<file path="src/core/imc_pkg.sv">
package imc_pkg;

    // ------------------------------------------------------------------
    // widths
    // ------------------------------------------------------------------
    localparam int COORD_W       = 17;
    localparam int PIX_W         = 8;
    localparam int COL_ALIGN_W   = 2;

    // ------------------------------------------------------------------
    // dimension limits and reset values
    // ------------------------------------------------------------------
    localparam logic [16:0] MAX_COLUMNS  = 17'h0_c000;
    localparam logic [16:0] MIN_COLUMNS  = 17'h0_0008;
    localparam logic [16:0] MAX_ROWS     = 17'h1_0000;
    localparam logic [16:0] MIN_ROWS     = 17'h0_0002;
    localparam logic [16:0] MIN_WIDTH    = 17'h0_0008;
    localparam logic [16:0] MIN_HEIGHT   = 17'h0_0002;
    localparam logic [16:0] DEF_COLUMNS  = 17'h0_0400;
    localparam logic [16:0] DEF_ROWS     = 17'h0_0400;
    localparam logic [16:0] DEF_WIDTH    = 17'h0_0400;
    localparam logic [16:0] DEF_HEIGHT   = 17'h0_0400;
    localparam logic [16:0] DEF_START    = 17'h0_0000;

    // ------------------------------------------------------------------
    // types
    // ------------------------------------------------------------------
    // bit 0 selects horizontal flip, bit 1 vertical flip
    typedef enum logic [1:0] {
        orient_unmirrored,
        orient_flip_horizontal,
        orient_flip_vertical,
        orient_flip_both
    } imc_orient_t;

    typedef enum logic [2:0] {
        sel_orientation,
        sel_columns,
        sel_rows,
        sel_start_column,
        sel_start_row,
        sel_width,
        sel_height
    } imc_sel_t;

    typedef struct packed {
        logic        valid;
        imc_sel_t    sel;
        logic [16:0] value;
    } imc_cfg_wr_t;

    typedef struct packed {
        imc_orient_t image_orientation;
        logic [16:0] full_frame_columns;
        logic [16:0] full_frame_rows;
        logic [16:0] crop_start_column;
        logic [16:0] crop_start_row;
        logic [16:0] crop_width;
        logic [16:0] crop_height;
    } imc_cfg_t;

    typedef struct packed {
        logic             valid;
        logic             sof;
        logic             eol;
        logic [PIX_W-1:0] data;
    } imc_pix_in_t;

    typedef struct packed {
        logic             valid;
        logic             frame_start;
        logic             bank;
        logic [16:0]      col;
        logic [16:0]      row;
        logic [PIX_W-1:0] data;
    } imc_pix_out_t;

    localparam imc_cfg_t CFG_RESET = '{
        image_orientation:  orient_unmirrored,
        full_frame_columns: DEF_COLUMNS,
        full_frame_rows:    DEF_ROWS,
        crop_start_column:  DEF_START,
        crop_start_row:     DEF_START,
        crop_width:         DEF_WIDTH,
        crop_height:        DEF_HEIGHT
    };

endpackage : imc_pkg

</file>
<file path="src/core/imc_mirror_crop.sv">
`timescale 1ns/10ps
module imc_mirror_crop (
    // clock and reset
    input  wire logic                  CLK_SYS_I,
    input  wire logic                  RST_B_I,
    // acquisition state, from logic on this clock
    input  wire logic                  ACQ_RUN_I,
    // configuration write
    input  wire imc_pkg::imc_cfg_wr_t  CFG_WR_I,
    output logic                       CFG_ACK_O,
    output logic                       CFG_REJECT_O,
    output imc_pkg::imc_cfg_t          CFG_O,
    // pixel stream
    input  wire imc_pkg::imc_pix_in_t  PIX_IN_I,
    output imc_pkg::imc_pix_out_t      PIX_OUT_O
);
    import imc_pkg::*;

    // ------------------------------------------------------------------
    // configuration
    // ------------------------------------------------------------------
    imc_cfg_t    cfg_ff, nxt_cfg, cand;
    logic        ack_ff, nxt_ack, rej_ff, nxt_rej;
    logic        cand_ok, accept;
    logic [17:0] x_end, y_end;
    logic [1:0]  cand_o;

    always_comb begin
        cand = cfg_ff;
        case (CFG_WR_I.sel)
            sel_orientation:  cand.image_orientation  = imc_orient_t'(CFG_WR_I.value[1:0]);
            sel_columns:      cand.full_frame_columns = CFG_WR_I.value;
            sel_rows:         cand.full_frame_rows    = CFG_WR_I.value;
            sel_start_column: cand.crop_start_column  = CFG_WR_I.value;
            sel_start_row:    cand.crop_start_row     = CFG_WR_I.value;
            sel_width:        cand.crop_width         = CFG_WR_I.value;
            sel_height:       cand.crop_height        = CFG_WR_I.value;
            default:          cand = cfg_ff;
        endcase
        cand_o  = cand.image_orientation;
        x_end   = {1'b0, cand.crop_start_column} + {1'b0, cand.crop_width};
        y_end   = {1'b0, cand.crop_start_row} + {1'b0, cand.crop_height};
        // whole candidate is checked so every held setting stays consistent
        cand_ok = (cand.full_frame_columns >= MIN_COLUMNS) && (cand.full_frame_columns <= MAX_COLUMNS)
               && (cand.full_frame_columns[COL_ALIGN_W-1:0] == '0)
               && (cand.full_frame_rows >= MIN_ROWS) && (cand.full_frame_rows <= MAX_ROWS)
               && (cand.crop_width >= MIN_WIDTH) && (cand.crop_height >= MIN_HEIGHT)
               && (cand.crop_start_column[COL_ALIGN_W-1:0] == '0)
               && (cand.crop_width[COL_ALIGN_W-1:0] == '0)
               && (x_end <= {1'b0, MAX_COLUMNS}) && (y_end <= {1'b0, MAX_ROWS})
               && (!cand_o[0] || (x_end <= {1'b0, cand.full_frame_columns}))
               && (!cand_o[1] || (y_end <= {1'b0, cand.full_frame_rows}));
        accept  = CFG_WR_I.valid && !ACQ_RUN_I && cand_ok;
        nxt_cfg = accept ? cand : cfg_ff;
        nxt_ack = accept;
        nxt_rej = CFG_WR_I.valid && !accept;
    end

    always_ff @(posedge CLK_SYS_I) begin
        if (!RST_B_I) begin
            cfg_ff <= CFG_RESET;
            ack_ff <= 1'b0;
            rej_ff <= 1'b0;
        end else begin
            cfg_ff <= nxt_cfg;
            ack_ff <= nxt_ack;
            rej_ff <= nxt_rej;
        end
    end

    // ------------------------------------------------------------------
    // input position tracking and mapping
    // ------------------------------------------------------------------
    logic [16:0]  x_ff, nxt_x, y_ff, nxt_y, cur_x, cur_y, map_x, map_y;
    logic         bank_ff, nxt_bank, in_x, in_y, hflip, vflip;
    imc_pix_out_t out_ff, nxt_out;
    logic [1:0]   run_o;

    assign run_o = cfg_ff.image_orientation;
    assign hflip = run_o[0];
    assign vflip = run_o[1];

    // full column count always feeds the mapper, which only uses it while flipping horizontally
    imc_axis_map #(.W(COORD_W)) u_map_x (
        .coord_i  (cur_x),
        .mirror_i (hflip),
        .full_i   (cfg_ff.full_frame_columns),
        .start_i  (cfg_ff.crop_start_column),
        .size_i   (cfg_ff.crop_width),
        .out_o    (map_x),
        .inside_o (in_x)
    );

    imc_axis_map #(.W(COORD_W)) u_map_y (
        .coord_i  (cur_y),
        .mirror_i (vflip),
        .full_i   (cfg_ff.full_frame_rows),
        .start_i  (cfg_ff.crop_start_row),
        .size_i   (cfg_ff.crop_height),
        .out_o    (map_y),
        .inside_o (in_y)
    );

    always_comb begin
        cur_x = PIX_IN_I.sof ? '0 : x_ff;
        cur_y = PIX_IN_I.sof ? '0 : y_ff;
        nxt_x = x_ff;
        nxt_y = y_ff;
        // counters saturate; the camera never exceeds the maximum frame
        if (PIX_IN_I.valid) begin
            // hold at the limit so an overlong line cannot wrap back into the window
            nxt_x = (cur_x == MAX_COLUMNS) ? cur_x : cur_x + 17'h0_0001;
            if (PIX_IN_I.eol) begin
                nxt_x = '0;
            end
            nxt_y = cur_y;
            if (PIX_IN_I.eol && (cur_y != MAX_ROWS)) begin
                nxt_y = cur_y + 17'h0_0001;
            end
        end
        // alternate memory bank per frame while flipping vertically so a read never meets the write
        nxt_bank = (PIX_IN_I.valid && PIX_IN_I.sof && vflip) ? ~bank_ff : bank_ff;
        nxt_out.valid       = PIX_IN_I.valid && in_x && in_y;
        nxt_out.frame_start = PIX_IN_I.valid && PIX_IN_I.sof;
        nxt_out.bank        = nxt_bank;
        nxt_out.col         = map_x;
        nxt_out.row         = map_y;
        nxt_out.data        = PIX_IN_I.data;
    end

    // missing pixels of short frames are simply never written downstream
    always_ff @(posedge CLK_SYS_I) begin
        if (!RST_B_I) begin
            x_ff    <= '0;
            y_ff    <= '0;
            bank_ff <= 1'b0;
            out_ff  <= '0;
        end else begin
            x_ff    <= nxt_x;
            y_ff    <= nxt_y;
            bank_ff <= nxt_bank;
            out_ff  <= nxt_out;
        end
    end

    assign CFG_O        = cfg_ff;
    assign CFG_ACK_O    = ack_ff;
    assign CFG_REJECT_O = rej_ff;
    assign PIX_OUT_O    = out_ff;

    // ------------------------------------------------------------------
    // checks
    // ------------------------------------------------------------------
    logic        pv_ff;
    logic [16:0] pcol_ff, prow_ff;

    always_ff @(posedge CLK_SYS_I) begin
        if (!RST_B_I || out_ff.frame_start) begin
            pv_ff   <= 1'b0;
            pcol_ff <= '0;
            prow_ff <= '0;
        end else if (out_ff.valid) begin
            pv_ff   <= 1'b1;
            pcol_ff <= out_ff.col;
            prow_ff <= out_ff.row;
        end
    end
endmodule : imc_mirror_crop

</file>
<file path="src/core/imc_axis_map.sv">
`timescale 1ns/10ps
module imc_axis_map #(
    parameter int W = 17
) (
    // position and window
    input  wire logic [W-1:0] coord_i,
    input  wire logic         mirror_i,
    input  wire logic [W-1:0] full_i,
    input  wire logic [W-1:0] start_i,
    input  wire logic [W-1:0] size_i,
    // result
    output logic      [W-1:0] out_o,
    output logic              inside_o
);

    logic [W:0] win_end;
    logic [W:0] limit;
    logic [W:0] mapped;
    logic [W:0] offset;

    // unmirrored axis ends at start+size, the full count is not consulted
    assign win_end  = {1'b0, start_i} + {1'b0, size_i};
    assign limit    = mirror_i ? {1'b0, full_i} : win_end;
    // mirror over the full count first, crop on the mirrored position
    assign mapped   = mirror_i ? ({1'b0, full_i} - {{W{1'b0}}, 1'b1} - {1'b0, coord_i}) : {1'b0, coord_i};
    assign offset   = mapped - {1'b0, start_i};
    assign inside_o = ({1'b0, coord_i} < limit) && (mapped >= {1'b0, start_i}) && (mapped < win_end);
    assign out_o    = offset[W-1:0];

endmodule : imc_axis_map

</file>
<file path="config.mk">
export PLATFORM = sky130hd
export DESIGN_NAME = imc_mirror_crop
export DESIGN_NICKNAME = d
export VERILOG_FILES = /design/src/core/imc_pkg.sv /design/src/core/imc_mirror_crop.sv /design/src/core/imc_axis_map.sv
export SDC_FILE = /design/constraint.sdc
export NUM_CORES = 1
export LEC_CHECK = 0
export BUFFER_PORTS_ARGS = -buffer_cell sky130_fd_sc_hd__buf_2
export CORE_UTILIZATION = 30
export CTS_CLUSTER_SIZE = 20
export DETAILED_ROUTE_END_ITERATION = 10
export GPL_ROUTABILITY_DRIVEN = 0
export GPL_TIMING_DRIVEN = 0
export PLACE_DENSITY = 0.55
export SYNTH_ARGS = -nofsm -noshare
export SYNTH_HDL_FRONTEND = slang
export SYNTH_HIERARCHICAL = 1
export SYNTH_SLANG_ARGS = --single-unit
</file>
<file path="constraint.sdc">
create_clock -name CLK_SYS_I -period 6.31 [get_ports CLK_SYS_I]
set_input_delay 0 -clock CLK_SYS_I [delete_from_list [all_inputs] [get_ports CLK_SYS_I]]
set_output_delay 0 -clock CLK_SYS_I [all_outputs]
set_load 0.005 [all_outputs]
</file>
# [Word level (Yosys, flattened, before mapping)]
# Cells that the tools add are included.
[totals] ff_bits=185 in_bits=35 wordCells=105
[classes] addsub=12 n_lt_le_gt_ge=16 n_eq_ne=8 muxes=17 bitwise_logic=1 n_reduce_logical=34
[ops] cell="17-bit two-way mux" count=11
[ops] cell="17-bit by 17-bit adder with 18-bit output" count=4
[ops] cell="18-bit two-way mux" count=4
[ops] cell="18-bit by 17-bit >= comparator with 1-bit output" count=2
[ops] cell="18-bit by 17-bit less-or-equal comparator with 1-bit output" count=2
[ops] cell="17-bit by 18-bit < comparator with 1-bit output" count=2
[ops] cell="18-bit < comparator" count=2
[ops] cell="17-bit by 1-bit subtractor with 18-bit output, second input constant" count=2
[ops] cell="18-bit by 17-bit subtractor with 18-bit output" count=2
[ops] cell="17-bit by 1-bit adder with 17-bit output, second input constant" count=2
[ops] cell="17-bit by 2-bit >= comparator with 1-bit output, second input constant" count=2
[ops] cell="17-bit by 4-bit >= comparator with 1-bit output, second input constant" count=2
[ops] cell="17-bit subtractor" count=2
[ops] cell="1-bit logical AND" count=24
[ops] cell="18-bit by 16-bit less-or-equal comparator with 1-bit output, second input constant" count=1
[ops] cell="18-bit by 17-bit less-or-equal comparator with 1-bit output, second input constant" count=1
[ops] cell="17-bit by 16-bit equality test with 1-bit output, second input constant" count=1
[ops] cell="17-bit by 16-bit less-or-equal comparator with 1-bit output, second input constant" count=1
[ops] cell="17-bit less-or-equal comparator, second input constant" count=1
[ops] cell="17-bit != test, second input constant" count=1
[ops] cell="3-bit equality test, second input constant" count=3
[ops] cell="3-bit by 2-bit equality test with 1-bit output, second input constant" count=2
[ops] cell="2-bit zero test" count=3
[ops] cell="1-bit zero test" count=4
[ops] cell="6 further kinds" count=7

# [Logic depth before layout (Yosys ltp)]
# Gate-level depths: netlist (run 1).
[depth] ltp_word=18 depth_mapped=26

# [Cells and area by module]
# Netlist (run 1), hierarchy kept.
[by_module_without_submodules] module="imc_mirror_crop" instances=1 cells_each=1337 area_each_um2=11481.0 seq_area_each_um2=3703.6
[by_module_without_submodules] module="imc_axis_map (u_map_y)" instances=1 cells_each=515 area_each_um2=3633.5 seq_area_each_um2=0.0
[by_module_without_submodules] module="imc_axis_map (u_map_x)" instances=1 cells_each=479 area_each_um2=3382.0 seq_area_each_um2=0.0

# [Worst setup path before layout (run 1)]
# Ideal clock, no wire load.
[synth_timing] path_kind="input-to-reg" start="in CFG_WR_I[19] in the netlist's numbering" end="reg cfg_ff (netlist bit CFG_O[87])" setup_ns=0.121 t_arrival_ns=5.745 slack_ns=0.444 path_stages=23 n_path_buf=3 cell_sequence="clkbuf_1 > nor3b_1 > clkbuf_1 > mux2_2 > ha_1 > o211a_1 > a221o_1 > o41a_1 > a21oi_1 > nand3b_1 > nand2_1 > xor2_1 > ha_1 > a21o_1 > a21oi_1 > nor3b_1 > o211ai_1 > nand3_1 > nor4bb_1 > nand4_1 > a211oi_2 > buf_2 > mux2_2"
[synth_rtl] item="from (decl)" line_no="imc_mirror_crop.sv:9" source="input wire imc_pkg::imc_cfg_wr_t CFG_WR_I,"
[synth_rtl] item="to (signal assigned)" line_no="imc_mirror_crop.sv:65" source="cfg_ff <= nxt_cfg;"
[synth_rtl] item="to (decl)" line_no="imc_mirror_crop.sv:22" source="imc_cfg_t cfg_ff, nxt_cfg, cand;"

==> results of run 1 <==
## cell usage in the layout, fill, tap and decap left out, drive strengths merged, types with 9 or more instances in the layout
| master | netlist | layout |
|---|---|---|
| nor2b | 44 | 44 |
| o21bai | 11 | 11 |
| nand4 | 29 | 29 |
| a21o | 41 | 41 |
| dlygate4sd3 | 0 | 10 |
| or3 | 16 | 16 |
| xnor2 | 59 | 59 |
| ha | 238 | 238 |
| o31ai | 13 | 13 |
| buf | 22 | 206 |
| mux2 | 99 | 99 |
| a21oi | 173 | 173 |
| inv | 137 | 144 |
| and2 | 84 | 84 |
| or2 | 9 | 9 |
| and3 | 22 | 22 |
| nand2b | 28 | 28 |
| a31oi | 15 | 15 |
| nor3 | 32 | 32 |
| nor4 | 33 | 33 |
| xor2 | 47 | 47 |
| nor2 | 188 | 188 |
| o211ai | 16 | 16 |
| dfxtp | 185 | 185 |
| nor3b | 16 | 16 |
| o21ai | 103 | 103 |
| nand3 | 49 | 49 |
| mux2i | 119 | 119 |
| nand2 | 253 | 253 |
| o21a | 29 | 29 |
| nand3b | 10 | 10 |
| clkbuf | 64 | 82 |
| a211oi | 31 | 31 |
## flip-flops by register name, summed over array words and instances, names as in the netlist
register / count
CFG_REJECT_O: 1
PIX_OUT_O: 45
CFG_O: 102
x_ff: 17
CFG_ACK_O: 1
y_ff: 17
run_o: 2
## cells in the mapped netlist, drive strengths merged, types with 22 or more instances
master,number,area [µm²]
mux2i,119,1191
ha,238,2978
clkbuf,64,240.2
a21o,41,309.1
nand2,253,949.7
o21a,29,217.7
nand2b,28,175.2
xor2,47,411.6
nor2b,44,275.3
and3,22,137.6
nor2,188,705.7
a211oi,31,252.7
o21ai,103,519.3
and2,84,525.5
nor3,32,160.2
inv,137,514.2
buf,22,153.9
mux2,99,1115
dfxtp,185,3704
nor4,33,206.5
a21oi,173,865.8
nand3,49,245.2
nand4,29,181.4
xnor2,59,516.8
## where the power goes
part | switching (µW) | total (µW) | internal [µW]
Clock | 569 | 1100 | 534
Combinational | 348 | 577 | 229
Sequential | 18.6 | 1210 | 1190
## final cells by class
cell class                      count  area (µm²)  area share
Multi-Input combinational cell   1922       13910      0.6580
Sequential cell                   185        3704      0.1752
Timing Repair Buffer              194        1051     0.04973
Tap cell                          782       978.4     0.04630
Inverter                          138       523.0     0.02475
Clock buffer                       19       442.9     0.02096
Buffer                             85       399.1     0.01889
Clock inverter                     13       128.9    0.006098
## routing by layer
layer  up-vias  track usage  routed length [µm]
met4         4      0.09676                2802
li1       8807            -                   -
met5         -            0                  16
met2       703       0.3529               31910
met1      8722       0.2814               30330
met3       138      0.02754                4638
## repair_timing
| item | 4_1_cts | 5_1_grt |
|---|---|---|
| gates cloned | 0 | 0 |
| hold buffers | 10 | 0 |
| endpoints found under the setup margin | 106 | 106 |
| setup buffers | 0 | 7 |
| resized for setup | 5 | 12 |
| endpoints found under the hold margin | 10 | 0 |
## how the worst max path moves through the flow
stage | start | end | slack, ns | depth (start not counted)
after global routing | PIX_IN_I[9] | PIX_OUT_O[44]$_SDFF_PN0_ | 0.07 | 23
after global placement | CFG_WR_I[19] | CFG_O[0]$_SDFFE_PN0P_ | -1.35 | 25
after CTS | CFG_WR_I[19] | CFG_O[21]$_SDFFE_PN0P_ | 0.004 | 25
after detailed placement | CFG_WR_I[17] | CFG_O[21]$_SDFFE_PN0P_ | -1.01 | 26
after floorplan | CFG_WR_I[19] | CFG_O[87]$_SDFFE_PN0P_ | 0.44 | 23
final | CFG_WR_I[17] | CFG_O[1]$_SDFFE_PN0P_ | 0.27 | 25
## per-stage QoR
stage | setup slack [ns] | cells
after floorplan | 0.4443 | 2331
after global placement | -1.353 | 3290
after detailed placement | -1.006 | 3290
after CTS | 0.003655 | 3332
after global routing | 0.07017 | 3338
final | 0.2680 | 3338
## kinds of logic after synthesis
kind of cell	Yosys count	share of synthesized area
buffers and inverters	224	0.04958
XOR/XNOR	106	0.05019
AND/OR/NAND/NOR	830	0.2198
adder cells (fa/ha/maj)	246	0.1697
multiplexers	218	0.1247
AO/OA/AOI/OAI	522	0.1858
flip-flops	185	0.2002
## critical path: stages
cell	delay, ns
sky130_fd_sc_hd__clkbuf_2	0.23
sky130_fd_sc_hd__inv_1	0.12
sky130_fd_sc_hd__nand3_4	0.21
sky130_fd_sc_hd__clkbuf_2	0.38
sky130_fd_sc_hd__mux2_2	0.40
sky130_fd_sc_hd__ha_1	0.35
sky130_fd_sc_hd__o211a_1	0.22
sky130_fd_sc_hd__a221o_1	0.42
sky130_fd_sc_hd__o41a_1	0.43
sky130_fd_sc_hd__a21oi_1	0.23
sky130_fd_sc_hd__nand3b_1	0.23
sky130_fd_sc_hd__nand2_1	0.09
sky130_fd_sc_hd__xor2_1	0.16
sky130_fd_sc_hd__ha_1	0.30
sky130_fd_sc_hd__a21o_1	0.18
sky130_fd_sc_hd__a21oi_1	0.19
sky130_fd_sc_hd__nor3b_1	0.25
sky130_fd_sc_hd__o211ai_1	0.12
sky130_fd_sc_hd__nand3_1	0.15
sky130_fd_sc_hd__nor4bb_1	0.31
sky130_fd_sc_hd__nand4_1	0.16
sky130_fd_sc_hd__a211oi_2	0.47
sky130_fd_sc_hd__buf_4	0.35
sky130_fd_sc_hd__buf_6	0.23
sky130_fd_sc_hd__mux2i_1	0.22
==> results.txt, run 1 <==
----------------------------------------------------
[Run status]
  Outcome ... complete, no violations

[Power]
  Worst ir drop on vdd ... between 0.15 and 0.2 mV
  Leakage power of the design ... between 0.009 and 0.01 µW
  Sum of internal, switching and leakage power ... about 2900 µW
  Power Density ... about 140 nW/µm²

[Synthesis]
  Most used flip-flop cell after synthesis ... sky130_fd_sc_hd__dfxtp_1
  Net count of the mapped netlist ... approximately 2.6k
  Flip-flop and latch count after synthesis ... around 190
  Count of flip-flops with a built-in enable after synthesis ... 0
  Post-synthesis cell count ... approximately 2.3k
  FFs w/ async S/R, synth ... 0
  Number of warnings printed during yosys synthesis ... 6
  Proportion of synthesized chip area in sequential cells ... 0.2002
  Post-synthesis cell type count ... between 80 and 90
  Mean instance size in the synthesized netlist ... a little under 8 µm²
  Summed instance area of the synthesized netlist ... 18500 µm²

[Timing]
  Shortest period the worst path allows ... between 6 and 7 ns
  Final Hold Viols ... 0
  Slew margin rel. ... 0.2154
  # setup viols final ... 0
  Count of pins over their slew limit ... 0
  Final clock skew ... between 0.015 and 0.02 ns
  Accumulated negative setup slack ... 0 ns
  Worst Hold Slack ... about 0.12 ns
  RSZ-0062 raised after global routing ... no
  Least-Margin Pin Slew ... ~1.1 ns
  Final clock period utilization by the worst path ... 0.9575
  Fmax ... around 170 MHz

[Floorplanning]
  Die Area ... about 63000 µm²
  Core region area ... 60580 µm²
  Die extent in y ... around 250 µm
  Die width ... roughly 250 µm
  Top-level port count ... 186
  # rows ... 90
  Initial Util ... 0.3053

[Detailed routing]
  Drc violations ... 0
  Final ANT Viol Nets ... 0
  Number of search-and-repair iterations in the first detailed-routing pass ... 5
  Iteration-0 DRC Markers ... 1450
  Routed wire per std cell ... 20.88 µm
  Wire length after detailed routing ... about 70000 µm
  Routed vias ... approximately 18k
  Detail-routed via count per cell ... between 5 and 6

[Layout]
  Post-layout net count ... around 2.8k
  Filler cell count in the final layout ... 6334
  Final core utilization ... 0.3488
  Total non-filler cell area in the finished layout ... between 20000 and 25000 µm²
  Growth of design area from synthesis to finish ... 14.26%
  Count of antenna diodes in the layout ... 0
  Fraction of layout instances using a drive strength above 1 ... 0.1373

[Clock tree]
  Clock tree from TritonCTS ... yes
  H-tree Lvls ... 4
  Clock slew at reported path FFs ... 0.09 ns
  CTS buffer count ... 17
  Number of sinks driven by the clock tree ... 185
  Worst skew pair latency ... ~0.49 ns
  Clock Tree Buf Depth ... 2
  Buffer type at the clock tree root ... sky130_fd_sc_hd__clkbuf_16

[Placement]
  Placed inst area ... ~20000 µm²
  Detailed placement HPWL ... approximately 56000 µm
  Number of I/O port buffers ... about 180

[Worst setup path]
  Path type of the worst setup path ... in2reg
  Worst flop-to-flop path startpoint ... CFG_O[36]$_SDFFE_PN0P_
  Worst Setup Start Kind ... primary input
  Reg2reg setup slack ... ~0.48 ns
  Max Fanout on Critical Path ... 10
  Crit path DAT ... 6.44 ns
  Data required time of the critical path ... 6.71 ns
  Worst flop-to-flop path endpoint ... CFG_O[1]$_SDFFE_PN0P_
  Endpoint kind of the worst setup timing path ... register
  Register-to-Register Path Depth ... 21

[GRT]
  Vias in the first global route ... approximately 17k
  Wire length of the first global-routing pass ... a little over 100000 µm
  Overflow after GRT ... 0
  Pin count of the biggest net entering global routing ... 19
  Initial antenna violation count ... 2
  All-layer global routing usage ... 0.2155

[Worst hold path]
  Start point of the worst hold path ... RST_B_I
  Worst hold path type ... in2reg
  Count of cells along the worst hold path ... 3
  Min-Delay Endpoint ... run_o[1]$_SDFFE_PN0P_

[Job]
  Number of maximum-capacitance violations ... 0

----------------------------------------------------
Power figures use the tool's default switching activity.
==> inputs of run 2 (changes only) <==
==> constraint.sdc (replaced) <==
create_clock -name CLK_SYS_I -period 5 [get_ports CLK_SYS_I]
set_input_delay 0 -clock CLK_SYS_I [delete_from_list [all_inputs] [get_ports CLK_SYS_I]]
set_output_delay 0 -clock CLK_SYS_I [all_outputs]
set_load 0.005 [all_outputs]
==> run 2 against run 1 <==
The flow now finishes with violations (setup timing). Power increased by 34%. Critical path depth decreased by 2. Clock skew decreased by 0.0059 ns. First-iteration DRC count decreased by 2.3%. Critical path type is now reg2reg.
==> results.txt, run 2 (synthesis gave the netlist of run 1 again) <==
----------------------------------------------------
[Layout]
  Most common cell after layout, fill and taps aside ... sky130_fd_sc_hd__nand2_1 (unchanged)
  Max reg flops ... 102 (unchanged)
  Leading cell types in the layout, fill and taps excluded ... 253 x sky130_fd_sc_hd__nand2_1, 230 x sky130_fd_sc_hd__ha_1, 187 x sky130_fd_sc_hd__nor2_1 (was 253 x sky130_fd_sc_hd__nand2_1, 238 x sky130_fd_sc_hd__ha_1, 188 x sky130_fd_sc_hd__nor2_1)
  Count of antenna diodes in the layout ... 0 (unchanged)
  Fraction of layout instances using a drive strength above 1 ... 0.1817 (was 0.1373)
  Growth of design area from synthesis to finish ... 21.02% (was 14.26%)
  Final core utilization ... 0.3695 (was 0.3488)
  Count of placed standard cells in the final layout, fillers left out ... 3374 (was 3338)
  Filler cell count in the final layout ... 6215 (was 6334)
  Post-layout net count ... 2860 (was 2824)

[Clock tree]
  Worst skew pair latency ... 0.48 ns (was 0.49 ns)
  Buffer type at the clock tree root ... sky130_fd_sc_hd__clkbuf_16 (unchanged)
  Clock Tree Buf Depth ... 2 (unchanged)
  H-tree Lvls ... 4 (unchanged)
  Clock slew at reported path FFs ... 0.08 ns (was 0.09 ns)
  Clock tree from TritonCTS ... yes (unchanged)
  Number of sinks driven by the clock tree ... 185 (unchanged)
  CTS buffer count ... 17 (unchanged)

[GRT]
  Vias in the first global route ... 17.65k (was 17.37k)
  Initial antenna violation count ... 0 (was 2)
  Pin count of the biggest net entering global routing ... 19 (unchanged)
  Overflow after GRT ... 0 (unchanged)
  Wire length of the first global-routing pass ... 105500 µm (was 103900 µm)
  All-layer global routing usage ... 0.2187 (was 0.2155)

[Placement]
  Number of placed instances, taps included ... 3290 (unchanged)
  Detailed placement HPWL ... 56680 µm (was 56350 µm)
  Number of I/O port buffers ... 177 (unchanged)
  Pre-CTS WS ... -1.153 ns (was -1.006 ns)

[Detailed routing]
  Detail-routed via count per cell ... 5.521 (was 5.504)
  Final ANT Viol Nets ... 0 (unchanged)
  Routed vias ... 18.63k (was 18.37k)
  Drc violations ... 0 (unchanged)
  Wire length after detailed routing ... 71890 µm (was 69700 µm)
  Number of search-and-repair iterations in the first detailed-routing pass ... 5 (unchanged)
  Routed wire per std cell ... 21.31 µm (was 20.88 µm)
  Iteration-0 DRC Markers ... 1417 (was 1450)

[Floorplanning]
  Core region area ... 60580 µm² (unchanged)
  Initial Util ... 0.3053 (unchanged)
  Die extent in y ... 250.3 µm (unchanged)
  Die width ... 250.3 µm (unchanged)
  Die Area ... 62650 µm² (unchanged)
  # rows ... 90 (unchanged)
  Top-level port count ... 186 (unchanged)

[Timing]
  # setup viols final ... 72 (was 0)
  Final clock period utilization by the worst path ... 1.022
  Slew margin rel. ... 0.2945 (was 0.2154)
  Fmax ... ~200 MHz
  Final clock skew ... 0.01250 ns (was 0.01843 ns)
  Accumulated negative setup slack ... -4.216 ns (was 0 ns)
  Count of pins over their slew limit ... 0 (unchanged)
  Setup slack after layout ... -0.1079 ns (was 0.2680 ns)
  Least-Margin Pin Slew ... 1.056 ns (was 1.147 ns)
  RSZ-0062 raised after global routing ... yes (was no)
  Final Hold Viols ... 0 (unchanged)
  Shortest period the worst path allows ... about 5.1 ns

[Worst hold path]
  Worst hold path type ... in2reg (unchanged)

[Worst setup path]
  Data required time of the critical path ... 5.37 ns (was 6.71 ns)
  Max Fanout on Critical Path ... 8 (was 10)
  Crit path DAT ... 5.47 ns (was 6.44 ns)
  Path type of the worst setup path ... reg2reg (was in2reg)
  Endpoint kind of the worst setup timing path ... register (unchanged)
  Worst Setup Start Kind ... register (was primary input)

[Job]
  Number of maximum-capacitance violations ... 0 (unchanged)

[Power]
  Worst ir drop on vdd ... 0.2470 mV (was 0.1895 mV)
  Sum of internal, switching and leakage power ... 3867 µW (was 2889 µW)
  Power Density ... 172.8 nW/µm² (was 136.7 nW/µm²)
  Leakage power of the design ... 0.009653 µW (was 0.009219 µW)

[Run status]
  Violations in the final reports ... setup timing
  Outcome ... complete, but fails checks (was complete, no violations)

----------------------------------------------------
-- run 2: through the flow --
step	hold WS, ns	cell area, µm²
finish	0.1009	22390
global placement	0.2046	20600
CTS	0.07953	21620
global route	0.1382	22390
floorplan	0.1273	18740
detailed placement	0.2100	20600
-- run 2: final cells by class --
class,count,area [µm²],area share
plain buffers,84,559.3,0.02498
clock buffers,18,439.2,0.01962
clock inverters,14,173.9,0.007769
inverters,138,523.0,0.02336
multi-input cells,1922,14360,0.6415
flip-flops and latches,185,3725,0.1664
well taps,782,978.4,0.04371
repair buffers,231,1627,0.07266
-- run 2: metal layers --
layer | routed length, µm | global-route usage | up-vias
met5 | 0 | 0 | -
met4 | 2526 | 0.08869 | 0
met3 | 3750 | 0.02245 | 117
met2 | 33650 | 0.3652 | 604
met1 | 31960 | 0.2868 | 9031
li1 | - | - | 8875
-- run 2: critical path, cell delays in order (launching register included) --
cell and delay (ns):
sky130_fd_sc_hd__dfxtp_4 0.36, sky130_fd_sc_hd__mux2_4 0.27, sky130_fd_sc_hd__ha_4 0.18, sky130_fd_sc_hd__fa_2 0.40, sky130_fd_sc_hd__a211oi_4 0.30, sky130_fd_sc_hd__o21ai_2 0.13
sky130_fd_sc_hd__a21oi_2 0.20, sky130_fd_sc_hd__o31ai_2 0.10, sky130_fd_sc_hd__a21oi_1 0.20, sky130_fd_sc_hd__xor2_1 0.26, sky130_fd_sc_hd__inv_1 0.12, sky130_fd_sc_hd__ha_4 0.29
sky130_fd_sc_hd__nand3_2 0.07, sky130_fd_sc_hd__nor2_2 0.12, sky130_fd_sc_hd__a21o_1 0.13, sky130_fd_sc_hd__a21oi_2 0.03, sky130_fd_sc_hd__or3_4 0.39, sky130_fd_sc_hd__nor4bb_4 0.27
sky130_fd_sc_hd__nand4_1 0.17, sky130_fd_sc_hd__a211oi_4 0.23, sky130_fd_sc_hd__buf_12 0.19, sky130_fd_sc_hd__buf_12 0.14, sky130_fd_sc_hd__buf_12 0.14, sky130_fd_sc_hd__mux2_4 0.29
-- run 2: worst paths after layout --
path	startpoint	slack, ns	cells after the start	to
setup / recovery	CFG_O[51]$_SDFFE_PN0P_	-0.11	23	CFG_O[98]$_SDFFE_PN0P_
hold / removal	PIX_IN_I[10]	0.10	5	y_ff[7]$_SDFFE_PN0P_
setup reg to reg	CFG_O[51]$_SDFFE_PN0P_	-0.11	23	CFG_O[98]$_SDFFE_PN0P_
hold reg to reg	CFG_O[0]$_SDFFE_PN0P_	0.49	2	CFG_O[0]$_SDFFE_PN0P_
-- run 2: what timing repair did --
| action | 4_1_cts | 5_1_grt |
|---|---|---|
| endpoints found under the setup margin | 118 | 114 |
| setup buffers | 18 | 15 |
| endpoints found under the hold margin | 10 | 0 |
| cloned | 1 | 10 |
| pin swaps | 16 | 14 |
| hold buffers | 10 | 0 |
| resized for setup | 44 | 83 |
-- run 2: power by group --
part	total [µW]	internal, µW	switching [µW]
Clock	1490	774	712
Combinational	859	378	481
Sequential	1520	1500	23.0
Total	3870	2650	1220
